File: src/hw/hsps_consts.vh
// Register map, field positions and reset values of the port select block
`ifndef HSPS_CONSTS_VH
`define HSPS_CONSTS_VH

`define HSPS_AW 5
`define HSPS_ADDR_CTRL 5'h00
`define HSPS_ADDR_SEL 5'h04
`define HSPS_ADDR_STATUS 5'h08
`define HSPS_ADDR_ROUTE 5'h0C
`define HSPS_ADDR_COUNT 5'h10

`define HSPS_CTRL_MODE 0
`define HSPS_CTRL_SUPPLY 1
`define HSPS_CTRL_TRIG 8
`define HSPS_CTRL_RST 2'h2

`define HSPS_SEL_U_LSB 0
`define HSPS_SEL_V_LSB 4
`define HSPS_SEL_W_LSB 8
`define HSPS_SEL_W 3
`define HSPS_SEL_RST 9'h088

`define HSPS_ST_HALL_LSB 0
`define HSPS_ST_BEMF_LSB 4
`define HSPS_ST_MULTI 8
`define HSPS_ST_MODEERR 9
`define HSPS_ST_SENSLESS 10

`define HSPS_PORTS 8
`define HSPS_RESP_OKAY 2'h0
`define HSPS_RESP_SLVERR 2'h2

`endif

File: src/hw/hsps_top.v
// Hall or sensorless drive select and motor port routing, AXI4-Lite
// Function
// - Sensorless mode measures the phase whose Hall pin is driven high.
// - Sensorless mode disables speed output, commutation and lock detection.
// - Writing trigger 0 keeps the current port assignment.
// - Writing trigger 1 reconnects signals per the U, V, W selects.
// - Trigger bit returns to 0 by itself after taking effect.
//
// Decided for this implementation: register access over AXI4-Lite and the register offsets.
`timescale 1ns/100ps
`include "hsps_consts.vh"

module hsps_top (
  input wire clk,
  input wire reset,
  input wire s_axi_awvalid,
  output wire s_axi_awready,
  input wire [`HSPS_AW-1:0] s_axi_awaddr,
  input wire [2:0] s_axi_awprot,
  input wire s_axi_wvalid,
  output wire s_axi_wready,
  input wire [31:0] s_axi_wdata,
  input wire [3:0] s_axi_wstrb,
  output reg s_axi_bvalid,
  input wire s_axi_bready,
  output reg [1:0] s_axi_bresp,
  input wire s_axi_arvalid,
  output wire s_axi_arready,
  input wire [`HSPS_AW-1:0] s_axi_araddr,
  input wire [2:0] s_axi_arprot,
  output reg s_axi_rvalid,
  input wire s_axi_rready,
  output reg [31:0] s_axi_rdata,
  output reg [1:0] s_axi_rresp,
  input wire hallInputU,
  input wire hallInputV,
  input wire hallInputW,
  input wire speedPulseIn,
  input wire commutationIn,
  input wire lockDetectIn,
  input wire [2:0] phaseDrive,
  output wire hallSupplySwitchN,
  output wire sensorlessMode,
  output wire speedPulseOutput,
  output wire commutationEn,
  output wire lockDetect,
  output wire [2:0] bemfPhaseSel,
  output wire [`HSPS_PORTS-1:0] motorPortOut
);

  // Write channel holding registers
  reg awHeld_q;
  reg [`HSPS_AW-1:0] awAddr_q;
  reg wHeld_q;
  reg [31:0] wData_q;
  reg [3:0] wStrb_q;
  wire doWrite;
  wire [31:0] wrMerged;
  reg [31:0] wrOld;
  reg wrMapped;

  // Software visible state
  reg [1:0] ctrl_q;
  reg [8:0] sel_q;
  reg routeTrig_q;
  reg multiErr_q;
  reg modeErr_q;
  reg [7:0] applyCount_q;

  // Read side
  reg [31:0] rdWord;
  reg rdMapped;

  wire [8:0] appliedSel;
  wire [2:0] bemfPhase;
  wire multiSelect;
  wire [2:0] hallVec;
  wire ctrlWrite;
  wire selWrite;
  wire statusWrite;
  wire trigWrite;
  wire goingSensorless;

  function [31:0] mergeBytes;
    input [31:0] oldWord;
    input [31:0] newWord;
    input [3:0] strb;
    integer i;
    begin
      mergeBytes = oldWord;
      for (i = 0; i < 4; i = i + 1) begin
        if (strb[i]) begin
          mergeBytes[i*8 +: 8] = newWord[i*8 +: 8];
        end
      end
    end
  endfunction

  assign hallVec = {hallInputW, hallInputV, hallInputU};

  // Address and data may arrive in either order; one write at a time
  assign s_axi_awready = !awHeld_q && !s_axi_bvalid;
  assign s_axi_wready = !wHeld_q && !s_axi_bvalid;
  assign doWrite = awHeld_q && wHeld_q && !s_axi_bvalid;

  always @(posedge clk) begin
    if (reset) begin
      awHeld_q <= 1'b0;
      awAddr_q <= {`HSPS_AW{1'b0}};
    end else if (s_axi_awvalid && s_axi_awready) begin
      awHeld_q <= 1'b1;
      awAddr_q <= s_axi_awaddr;
    end else if (doWrite) begin
      awHeld_q <= 1'b0;
    end
  end

  always @(posedge clk) begin
    if (reset) begin
      wHeld_q <= 1'b0;
      wData_q <= 32'h0000_0000;
      wStrb_q <= 4'h0;
    end else if (s_axi_wvalid && s_axi_wready) begin
      wHeld_q <= 1'b1;
      wData_q <= s_axi_wdata;
      wStrb_q <= s_axi_wstrb;
    end else if (doWrite) begin
      wHeld_q <= 1'b0;
    end
  end

  // Present value of the addressed word, for byte-lane merging
  always @* begin
    wrOld = 32'h0000_0000;
    wrMapped = 1'b1;
    case (awAddr_q)
      `HSPS_ADDR_CTRL: wrOld = {30'h0000_0000, ctrl_q};
      `HSPS_ADDR_SEL: begin
        wrOld = {21'h00_0000, sel_q[8:6], 1'b0, sel_q[5:3], 1'b0,
          sel_q[2:0]};
      end
      `HSPS_ADDR_STATUS: wrOld = 32'h0000_0000;
      default: wrMapped = 1'b0;
    endcase
  end

  assign wrMerged = mergeBytes(wrOld, wData_q, wStrb_q);
  assign ctrlWrite = doWrite && (awAddr_q == `HSPS_ADDR_CTRL);
  assign selWrite = doWrite && (awAddr_q == `HSPS_ADDR_SEL);
  assign statusWrite = doWrite && (awAddr_q == `HSPS_ADDR_STATUS);
  // Lane 1 must be enabled for the trigger bit to count
  assign trigWrite = ctrlWrite && wStrb_q[1] &&
    wData_q[`HSPS_CTRL_TRIG];
  assign goingSensorless = ctrlWrite && !ctrl_q[`HSPS_CTRL_MODE] &&
    wrMerged[`HSPS_CTRL_MODE];

  always @(posedge clk) begin
    if (reset) begin
      s_axi_bvalid <= 1'b0;
      s_axi_bresp <= `HSPS_RESP_OKAY;
    end else if (doWrite) begin
      s_axi_bvalid <= 1'b1;
      s_axi_bresp <= wrMapped ? `HSPS_RESP_OKAY : `HSPS_RESP_SLVERR;
    end else if (s_axi_bready) begin
      s_axi_bvalid <= 1'b0;
    end
  end

  always @(posedge clk) begin
    if (reset) begin
      ctrl_q <= `HSPS_CTRL_RST;
      sel_q <= `HSPS_SEL_RST;
    end else begin
      if (ctrlWrite) begin
        ctrl_q <= wrMerged[1:0];
      end
      if (selWrite) begin
        sel_q <= {wrMerged[`HSPS_SEL_W_LSB +: `HSPS_SEL_W],
          wrMerged[`HSPS_SEL_V_LSB +: `HSPS_SEL_W],
          wrMerged[`HSPS_SEL_U_LSB +: `HSPS_SEL_W]};
      end
    end
  end

  // Trigger is never stored; a single pulse, then back to 0
  always @(posedge clk) begin
    if (reset) begin
      routeTrig_q <= 1'b0;
    end else begin
      routeTrig_q <= trigWrite;
    end
  end

  always @(posedge clk) begin
    if (reset) begin
      applyCount_q <= 8'h00;
    end else if (routeTrig_q) begin
      applyCount_q <= applyCount_q + 8'h01;
    end
  end

  // Sticky faults; a new event beats a clear in the same cycle
  always @(posedge clk) begin
    if (reset) begin
      multiErr_q <= 1'b0;
      modeErr_q <= 1'b0;
    end else begin
      multiErr_q <= multiSelect || (multiErr_q && !(statusWrite &&
        wStrb_q[1] && wData_q[`HSPS_ST_MULTI]));
      // Switch must be 0 and Hall pins low before entering sensorless
      modeErr_q <= (goingSensorless &&
        (ctrl_q[`HSPS_CTRL_SUPPLY] || hallVec != 3'h0)) ||
        (modeErr_q && !(statusWrite && wStrb_q[1] &&
        wData_q[`HSPS_ST_MODEERR]));
    end
  end

  // Read channel: one read at a time, answer one cycle after address
  assign s_axi_arready = !s_axi_rvalid;

  always @* begin
    rdWord = 32'h0000_0000;
    rdMapped = 1'b1;
    case (s_axi_araddr)
      `HSPS_ADDR_CTRL: rdWord = {30'h0000_0000, ctrl_q};
      `HSPS_ADDR_SEL: begin
        rdWord = {21'h00_0000, sel_q[8:6], 1'b0, sel_q[5:3], 1'b0,
          sel_q[2:0]};
      end
      `HSPS_ADDR_STATUS: begin
        rdWord[`HSPS_ST_HALL_LSB +: 3] = hallVec;
        rdWord[`HSPS_ST_BEMF_LSB +: 3] = bemfPhase;
        rdWord[`HSPS_ST_MULTI] = multiErr_q;
        rdWord[`HSPS_ST_MODEERR] = modeErr_q;
        rdWord[`HSPS_ST_SENSLESS] = ctrl_q[`HSPS_CTRL_MODE];
      end
      `HSPS_ADDR_ROUTE: begin
        rdWord = {21'h00_0000, appliedSel[8:6], 1'b0, appliedSel[5:3],
          1'b0, appliedSel[2:0]};
      end
      `HSPS_ADDR_COUNT: rdWord = {24'h00_0000, applyCount_q};
      default: rdMapped = 1'b0;
    endcase
  end

  always @(posedge clk) begin
    if (reset) begin
      s_axi_rvalid <= 1'b0;
      s_axi_rdata <= 32'h0000_0000;
      s_axi_rresp <= `HSPS_RESP_OKAY;
    end else if (s_axi_arvalid && s_axi_arready) begin
      s_axi_rvalid <= 1'b1;
      s_axi_rdata <= rdWord;
      s_axi_rresp <= rdMapped ? `HSPS_RESP_OKAY : `HSPS_RESP_SLVERR;
    end else if (s_axi_rready) begin
      s_axi_rvalid <= 1'b0;
    end
  end

  hsps_port_route uRoute (
    .clk(clk),
    .reset(reset),
    .applyPulse(routeTrig_q),
    .selectWord(sel_q),
    .phaseSig(phaseDrive),
    .appliedSel_q(appliedSel),
    .portOut_q(motorPortOut)
  );

  hsps_mode_gate uGate (
    .clk(clk),
    .reset(reset),
    .sensorless(ctrl_q[`HSPS_CTRL_MODE]),
    .hallInputU(hallInputU),
    .hallInputV(hallInputV),
    .hallInputW(hallInputW),
    .speedPulseIn(speedPulseIn),
    .commutationIn(commutationIn),
    .lockDetectIn(lockDetectIn),
    .speedPulseOutput_q(speedPulseOutput),
    .commutationEn_q(commutationEn),
    .lockDetect_q(lockDetect),
    .bemfPhase_q(bemfPhase),
    .multiSelect(multiSelect)
  );

  assign bemfPhaseSel = bemfPhase;
  assign hallSupplySwitchN = ctrl_q[`HSPS_CTRL_SUPPLY];
  assign sensorlessMode = ctrl_q[`HSPS_CTRL_MODE];

endmodule

File: src/hw/hsps_port_route.v
// Routes the three phase drive signals onto the output ports
`timescale 1ns/100ps
`include "hsps_consts.vh"

module hsps_port_route (
  input wire clk,
  input wire reset,
  input wire applyPulse,
  input wire [8:0] selectWord,
  input wire [2:0] phaseSig,
  output reg [8:0] appliedSel_q,
  output reg [`HSPS_PORTS-1:0] portOut_q
);

  genvar p;

  // New assignment only on the one-cycle trigger; else held
  always @(posedge clk) begin
    if (reset) begin
      appliedSel_q <= `HSPS_SEL_RST;
    end else if (applyPulse) begin
      appliedSel_q <= selectWord;
    end
  end

  // Each port carries whichever phases currently point at it
  generate
    for (p = 0; p < `HSPS_PORTS; p = p + 1) begin : gPort
      // A genvar cannot be part-selected; take a sized copy
      localparam [2:0] PORT_IDX = p;
      always @(posedge clk) begin
        if (reset) begin
          portOut_q[p] <= 1'b0;
        end else begin
          portOut_q[p] <=
            (phaseSig[0] && appliedSel_q[2:0] == PORT_IDX) ||
            (phaseSig[1] && appliedSel_q[5:3] == PORT_IDX) ||
            (phaseSig[2] && appliedSel_q[8:6] == PORT_IDX);
        end
      end
    end
  endgenerate

endmodule

File: src/hw/hsps_mode_gate.v
// Sensorless gating of speed, commutation and lock, and phase pick
`timescale 1ns/100ps

module hsps_mode_gate (
  input wire clk,
  input wire reset,
  input wire sensorless,
  input wire hallInputU,
  input wire hallInputV,
  input wire hallInputW,
  input wire speedPulseIn,
  input wire commutationIn,
  input wire lockDetectIn,
  output reg speedPulseOutput_q,
  output reg commutationEn_q,
  output reg lockDetect_q,
  output reg [2:0] bemfPhase_q,
  output wire multiSelect
);

  wire [2:0] hallVec;
  wire oneHigh;

  assign hallVec = {hallInputW, hallInputV, hallInputU};
  assign oneHigh = (hallVec == 3'h1) || (hallVec == 3'h2) ||
    (hallVec == 3'h4);
  // Several phases at once is illegal; flagged, never measured
  assign multiSelect = sensorless && !oneHigh && (hallVec != 3'h0);

  always @(posedge clk) begin
    if (reset) begin
      speedPulseOutput_q <= 1'b0;
      commutationEn_q <= 1'b0;
      lockDetect_q <= 1'b0;
      bemfPhase_q <= 3'h0;
    end else begin
      speedPulseOutput_q <= !sensorless && speedPulseIn;
      commutationEn_q <= !sensorless && commutationIn;
      lockDetect_q <= !sensorless && lockDetectIn;
      bemfPhase_q <= (sensorless && oneHigh) ? hallVec : 3'h0;
    end
  end

endmodule

File: config.mk
export PLATFORM = sky130hd
export DESIGN_NAME = hsps_top
export DESIGN_NICKNAME = d
export VERILOG_FILES = /design/src/hw/hsps_top.v /design/src/hw/hsps_port_route.v /design/src/hw/hsps_mode_gate.v
export VERILOG_INCLUDE_DIRS = /design/src /design/src/hw
export SDC_FILE = /design/constraint.sdc
export NUM_CORES = 1
export LEC_CHECK = 0
export ABC_CLOCK_PERIOD_IN_PS = 2000
export BUFFER_PORTS_ARGS = -buffer_cell sky130_fd_sc_hd__buf_2
export CORE_ASPECT_RATIO = 0.6
export CORE_UTILIZATION = 50
export DETAILED_ROUTE_END_ITERATION = 8
export GPL_TIMING_DRIVEN = 0
export PLACE_DENSITY = 0.86
export SLEW_MARGIN = 20
export SYNTH_ARGS = -nofsm -noshare
export SYNTH_HDL_FRONTEND = slang
export SYNTH_SLANG_ARGS = --single-unit
File: constraint.sdc
create_clock -name clk -period 2 [get_ports clk]
set_clock_uncertainty 0.1 [all_clocks]
set_input_delay 0.1 -clock clk [delete_from_list [all_inputs] [get_ports clk]]
set_output_delay 0.1 -clock clk [all_outputs]
set_load 0.05 [all_outputs]
==> Yosys cells after proc, flatten, opt, wreduce, memory -nomap -nowiden <==
Cells that the tools add are included.
{ "word_totals": {"reg_bits": 82, "output_inout_bits": 57, "elab_cells": 178} }
{ "classes": {"n_addsub": 1, "n_eq_ne": 32, "muxes": 19, "n_bitwise": 1, "reduce_logical": 94} }
{ "op_table": {"columns": ["op", "count"], "rows": [
  ["logical AND 1 bit", 50],
  ["equality test 3 bit (second input constant)", 13],
  ["case mux 11 bit (2 select lines)", 1],
  ["equality test 3 x 2 -> 1 bit (second input constant)", 7],
  ["logical OR 1 bit", 21],
  ["equality test 5 x 4 -> 1 bit (second input constant)", 3],
  ["case mux 3 bit (5 select lines)", 1],
  ["equality test 3 x 1 -> 1 bit (second input constant)", 4],
  ["case mux 3 bit (4 select lines)", 1],
  ["2-to-1 mux 1 bit", 11],
  ["equality test 5 x 3 -> 1 bit (second input constant)", 2],
  ["logical NOT 5 bit", 2],
  ["logical NOT 3 bit", 3],
  ["case mux 3 bit (3 select lines)", 1],
  ["adder 8 x 1 -> 8 bit (second input constant)", 1],
  ["logical NOT 1 bit", 8],
  ["nonzero test 2 bit", 4],
  ["2-to-1 mux 7 bit", 1],
  ["equality test 5 bit (second input constant)", 1],
  ["OR reduction 5 bit", 1],
  ["2-to-1 mux 2 bit", 2],
  ["!= test 2 bit (second input constant)", 2],
  ["AND reduction 2 bit", 2],
  ["2-to-1 mux 3 bit", 1],
  ["other kinds (4)", 4]
]} }

==> Longest topological paths before layout <==
{ "logic_depth": {"word_depth": 8, "mapped_depth": 6, "mapped_depth_nobuf": 4} }

==> Hierarchy <==
Synthesis repeated with hierarchy kept, for this count alone.
{ "hier_totals": {"cells_unflattened": 386, "area_unflattened_um2": 3731.1} }
{ "by_module_without_submodules": {"columns": ["module", "instances", "cells_per_inst", "area_per_inst_um2", "seq_area_each_um2"], "rows": [
  ["hsps_top", 1, 299, 2765.2, 1101.1],
  ["hsps_port_route", 1, 70, 760.7, 340.3],
  ["hsps_mode_gate", 1, 17, 205.2, 120.1]
]} }

==> Worst setup path after synthesis <==
Ideal clock, no wire load.
{ "synth_path": {"path_kind": "flip-flop to flip-flop", "from": "register s_axi_bvalid", "to": "register awAddr_q[0]", "setup_ps": 128, "arrival_ps": 2003, "path_slack_ps": -230, "path_stages_with_launch": 6, "period_less_slack_ps": 2230, "path_cell_list": "dfxtp_1 -> nor2_1 -> and2_1 -> clkbuf_1 -> mux2i_1 -> nor2_1"} }
{ "synth_via": {"elab_chain_len": 3} }
{ "synth_rtl": {"columns": ["item", "line", "rtl"], "rows": [
  ["start: declaration", "hsps_top.v:24", "output reg s_axi_bvalid,"],
  ["start signal: assignment", "hsps_top.v:159", "s_axi_bvalid <= 1'b0;"],
  ["start signal: assignment", "hsps_top.v:162", "s_axi_bvalid <= 1'b1;"],
  ["start signal: assignment", "hsps_top.v:165", "s_axi_bvalid <= 1'b0;"],
  ["logical NOT 1 bit", "hsps_top.v:102", "assign s_axi_awready = !awHeld_q && !s_axi_bvalid;"],
  ["logical AND 1 bit", "hsps_top.v:102", null],
  ["via s_axi_awready", "hsps_top.v:17", "output wire s_axi_awready,"],
  ["logical AND 1 bit", "hsps_top.v:110", "end else if (s_axi_awvalid && s_axi_awready) begin"],
  ["end signal: assignment", "hsps_top.v:109", "awAddr_q <= {`HSPS_AW{1'b0}};"],
  ["end signal: assignment", "hsps_top.v:112", "awAddr_q <= s_axi_awaddr;"],
  ["end: declaration", "hsps_top.v:53", "reg [`HSPS_AW-1:0] awAddr_q;"]
]} }
The timed path passes the listed nets, and every way through them passes these cells.
A chain may end at the register's enable or synchronous reset.

==> Worst setup path after layout <==
{ "layout_path": {"from": "register awAddr_q[0]", "to": "register ctrl_q[1]"} }
{ "layout_via": {"elab_chain_len": 3, "word_cells_on_any_way": 5, "classes_between": "1 x eq/ne; 2 x mux; 2 x reduce/logical"} }
{ "layout_rtl": {"columns": ["item", "line", "rtl"], "rows": [
  ["equality test 5 x 3 -> 1 bit / logical NOT 5 bit (equally long branches)", "hsps_top.v:136", "case (awAddr_q)"],
  ["case mux 11 bit (2 select lines)", "hsps_top.v:136", null],
  ["2-to-1 mux 7 bit", "hsps_top.v:92", "if (strb[i]) begin"],
  ["end signal: assignment", "hsps_top.v:171", "ctrl_q <= `HSPS_CTRL_RST;"],
  ["end signal: assignment", "hsps_top.v:175", "ctrl_q <= wrMerged[1:0];"],
  ["end: declaration", "hsps_top.v:63", "reg [1:0] ctrl_q;"]
]} }
Several ways; a longest one is shown, not always the timed one. The select of a mux whose other input is x is not followed.

==> impl_metrics.py <==
metrics = {
    "pwr": {
        "ir_drop_uv": 473,
        "powerDensity_mw_per_mm2": 836,
        "p_leak_nw": 1.97,
        "power_w": 0.00392,
    },
    "synthesis": {
        "synth_top_cell_area_share_pct": 44.5,
        "yosys.area_share.simple_pct": 22.8,
        "syn_avg_cell_area_um2": 8.81,
        "synth_edf_count": 0,
        "synth_top_flop_cell": "dfxtp_1",
        "synthArstFlopShare_pct": 0,
        "synth_area_leaders": "dfxtp_1, mux2i_1, nand2_1",
        "ys_ff_latch": 78,
        "synth_xor_xnor_area_share_pct": 1.25,
        "ys_seq_area_share_pct": 44.5,
        "synth_area_mm2": 0.00351,
        "synth_top_family_by_area": "simple AND/OR/NAND/NOR gates",
        "yosysTopAreaCell": "dfxtp_1",
        "yosysWarnings": 0,
        "synth_cell_types": 49,
        "synth_mux_area_share_pct": 8.92,
        "synth_compound_area_share_pct": 13.6,
        "yosys.area_share.adder_pct": 0.642,
        "syn-instance-count": 398,
    },
    "route": {
        "num_vias": 3491,
        "drc": 0,
        "finalWirelength_um": 10200,
        "drt-vias-per-instance": 5.59,
        "ant_nets": 0,
        "first_iter_violations": 345,
        "drtPass1Iterations": 5,
        "wire_per_inst_um": 16.4,
    },
    "timing": {
        "period_minus_slack_ps": 1900,
        "finalSetupTns_ps": 0,
        "hold_viol": 0,
        "slew_viol_final": 0,
        "slew_headroom_pct": 55.6,
        "fin_crit_sh_pct": 95.1,
        "setup_violations": 0,
        "postLayoutSetupSlackWorst_ps": 98.4,
        "tightest_slew_ps": 666,
        "max_freq_mhz": 526,
    },
    "floorplan": {
        "fp.dieW_um": 110,
        "die_h_um": 66.9,
        "pin_count": 125,
        "core_mm2": 0.00673,
        "die_area_mm2": 0.00736,
        "rows": 23,
        "start_util_pct": 52.1,
    },
    "setup_path": {
        "end_kind": "flip-flop",
        "r2r_cells": 5,
        "timing.rr.end": "ctrl_q[1]",
        "critPathRequiredTime_ps": 2130,
        "cp_cell_sequence": "or4_4, or3_1, buf_6, a2111oi_4, a21oi_2",
        "cp_max_fo": 5,
        "slowest_stage": "or4_4",
        "worst-setup-path-type": "reg2reg",
        "r2r_slack_ps": 100,
        "worstReg2RegStart": "awAddr_q[0]",
        "cp.arrival_ps": 2030,
        "start_kind": "flip-flop",
        "slowest_delay_ps": 570,
    },
    "cells_and_area": {
        "fin_nets": 602,
        "stdcell_area_mm2": 0.00469,
        "fill_cells": 505,
        "antenna_cells": 0,
        "drive_gt1_share_pct": 24.3,
        "syn_to_final_growth_pct": 33.7,
        "final-instance-count-excl-fill": 625,
    },
    "global_route": {
        "grt_pass1_wl_um": 16000,
        "grt_pass1_vias": 3254,
        "antenna_found_initial": 0,
        "grt_max_degree": 17,
        "globalRouteOverflowTotal": 0,
        "grt.total_usage_pct": 29.9,
    },
    "flow_run": {
        "drv_cap": 0,
    },
    "min_path": {
        "min_from": "phaseDrive[0]",
        "holdPathStages": 3,
        "min_path_type": "in2reg",
        "timing.hold.worst_endpoint": "uRoute.portOut_q[3]",
    },
    "clock_tree": {
        "cts_made_buffers": 9,
        "tritoncts": "yes",
        "htree_levels": 3,
        "root_buffer": "clkbuf_16",
        "cts_sinks": 78,
        "clockBufferDepth": 2,
        "clkTransAtPathRegs_ps": 70,
        "worstSkewPairLatency_ps": 340,
    },
    "placement": {
        "place_area_mm2": 0.00405,
        "dp_slack_ps": 136,
        "dp_cells": 577,
        "place_congestion": 0.887,
        "numPortBuffers": 70,
        "dp_hpwl_um": 6810,
    },
    "status": {
        "status": "finished, final reports clean",
    },
}
cell usage after synthesis, types with 2 or more instances:
| library cell | count |
|---|---|
| mux2_2 | 6 |
| a2bb2oi_1 | 3 |
| and2_1 | 6 |
| nor2_1 | 39 |
| a32o_1 | 2 |
| xor2_1 | 4 |
| buf_2 | 5 |
| clkbuf_1 | 13 |
| a22oi_1 | 8 |
| inv_1 | 3 |
| or3_1 | 4 |
| a21oi_1 | 30 |
| a32oi_1 | 4 |
| nand2_1 | 48 |
| nand2b_1 | 5 |
| dfxtp_1 | 78 |
| nand4b_1 | 2 |
| nor4b_1 | 3 |
| mux4_2 | 2 |
| nor3_1 | 4 |
| a211oi_1 | 4 |
| a31oi_1 | 6 |
| buf_1 | 4 |
| nand3_1 | 25 |
| nand3b_1 | 3 |
| o41ai_1 | 2 |
| nor2b_1 | 10 |
| o21ai_0 | 5 |
| nand4_1 | 7 |
| buf_4 | 23 |
| mux2i_1 | 20 |
| a221oi_1 | 2 |
| and3_1 | 2 |
worst max path at each step:
| stage | cells after the start | from | to |
|---|---|---|---|
| after global placement | 5 | awAddr_q[0] | ctrl_q[1] |
| after CTS | 6 | s_axi_bvalid | wData_q[0] |
| after detailed placement | 5 | awAddr_q[0] | ctrl_q[1] |
| after global routing | 6 | s_axi_bvalid | wData_q[0] |
| after floorplan | 5 | s_axi_bvalid | awAddr_q[0] |
| final | 5 | awAddr_q[0] | ctrl_q[1] |
logic make-up after synthesis:
family | Yosys count
buffers and inverters | 49
adder cells (fa/ha/maj) | 2
flip-flops | 78
other | 1
AND/OR/NAND/NOR | 164
AO/OA/AOI/OAI | 71
multiplexers | 28
XOR/XNOR | 5
per-layer routing:
metal / part of all wire (%) / GRT usage, % / up-vias
met3: 9.9 / 7.14 / 31
met4: 2.4 / 12.5 / 0
met2: 45 / 47.7 / 216
met5: 0 / 0 / -
li1: - / - / 1626
met1: 42 / 38.8 / 1618
state kept, by name, indices dropped and copies added, names as in the netlist, 2 cells and up:
register             count
applyCount_q             8
awAddr_q                 5
ctrl_q                   2
s_axi_rdata             11
sel_q                    9
uGate.bemfPhase_q        3
uRoute.appliedSel_q      9
uRoute.portOut_q         8
wData_q                  9
wStrb_q                  2
timing repair:
item / CTS / global route
hold buffers: 32 / 0
setup buffers: 0 / 0
hold endpoints to repair: 27 / 0
endpoints found under the setup margin: 0 / 1
resized for setup: 0 / 2
worst max-delay path, delay by kind of cell (launching register included):
kind                   cells  cell delay, ps
AOI/OAI and AO/OA          2             260
and+or+nand+nor            2             950
buffers and inverters      1             150
DFF                        1             340
cells in the final DEF, fill, tap and decap left out, drive strengths merged, types with 3 or more instances in the layout:
cell,Yosys,layout
a211oi,4,4
a21oi,31,31
a22oi,8,8
a2bb2oi,3,3
a31oi,6,6
a32oi,4,4
and2,6,6
buf,33,103
clkbuf,13,22
conb,1,23
dfxtp,78,78
dlygate4sd3,0,32
inv,3,8
mux2,6,6
mux2i,20,20
nand2,48,48
nand2b,5,5
nand3,25,25
nand3b,3,3
nand4,7,7
nor2,39,39
nor2b,10,10
nor3,4,4
nor4b,3,3
o21ai,5,5
or3,5,5
xor2,4,4
through the flow:
step           utilization, %  hold slack (ps)
6_report                 69.6             14.4
3_5_place_dp             60.2              204
5_1_grt                  69.6             23.4
4_1_cts                  69.6             3.72
2_1_floorplan               -             75.6
3_3_place_gp             60.2              201
report_power, final:
| group | switching (W) | leakage (nW) | internal, W |
|---|---|---|---|
| logic | 0.000369 | 1.19 | 0.000192 |
| clock network | 0.000731 | 0.152 | 0.00100 |
| registers | 0.0000326 | 0.634 | 0.00159 |
area by class of cell:
cell class / count / area, um^2 / area share (%)
clock buffer: 9 / 225 / 4.80
multi-input combinational: 293 / 1750 / 37.3
buffer: 46 / 274 / 5.84
clock inverter: 7 / 88.8 / 1.89
sequential: 78 / 1560 / 33.3
timing repair buffer: 102 / 671 / 14.3
inverter: 3 / 11.3 / 0.240
tap: 87 / 109 / 2.32
No activity file was read; power rests on OpenSTA's default activity.
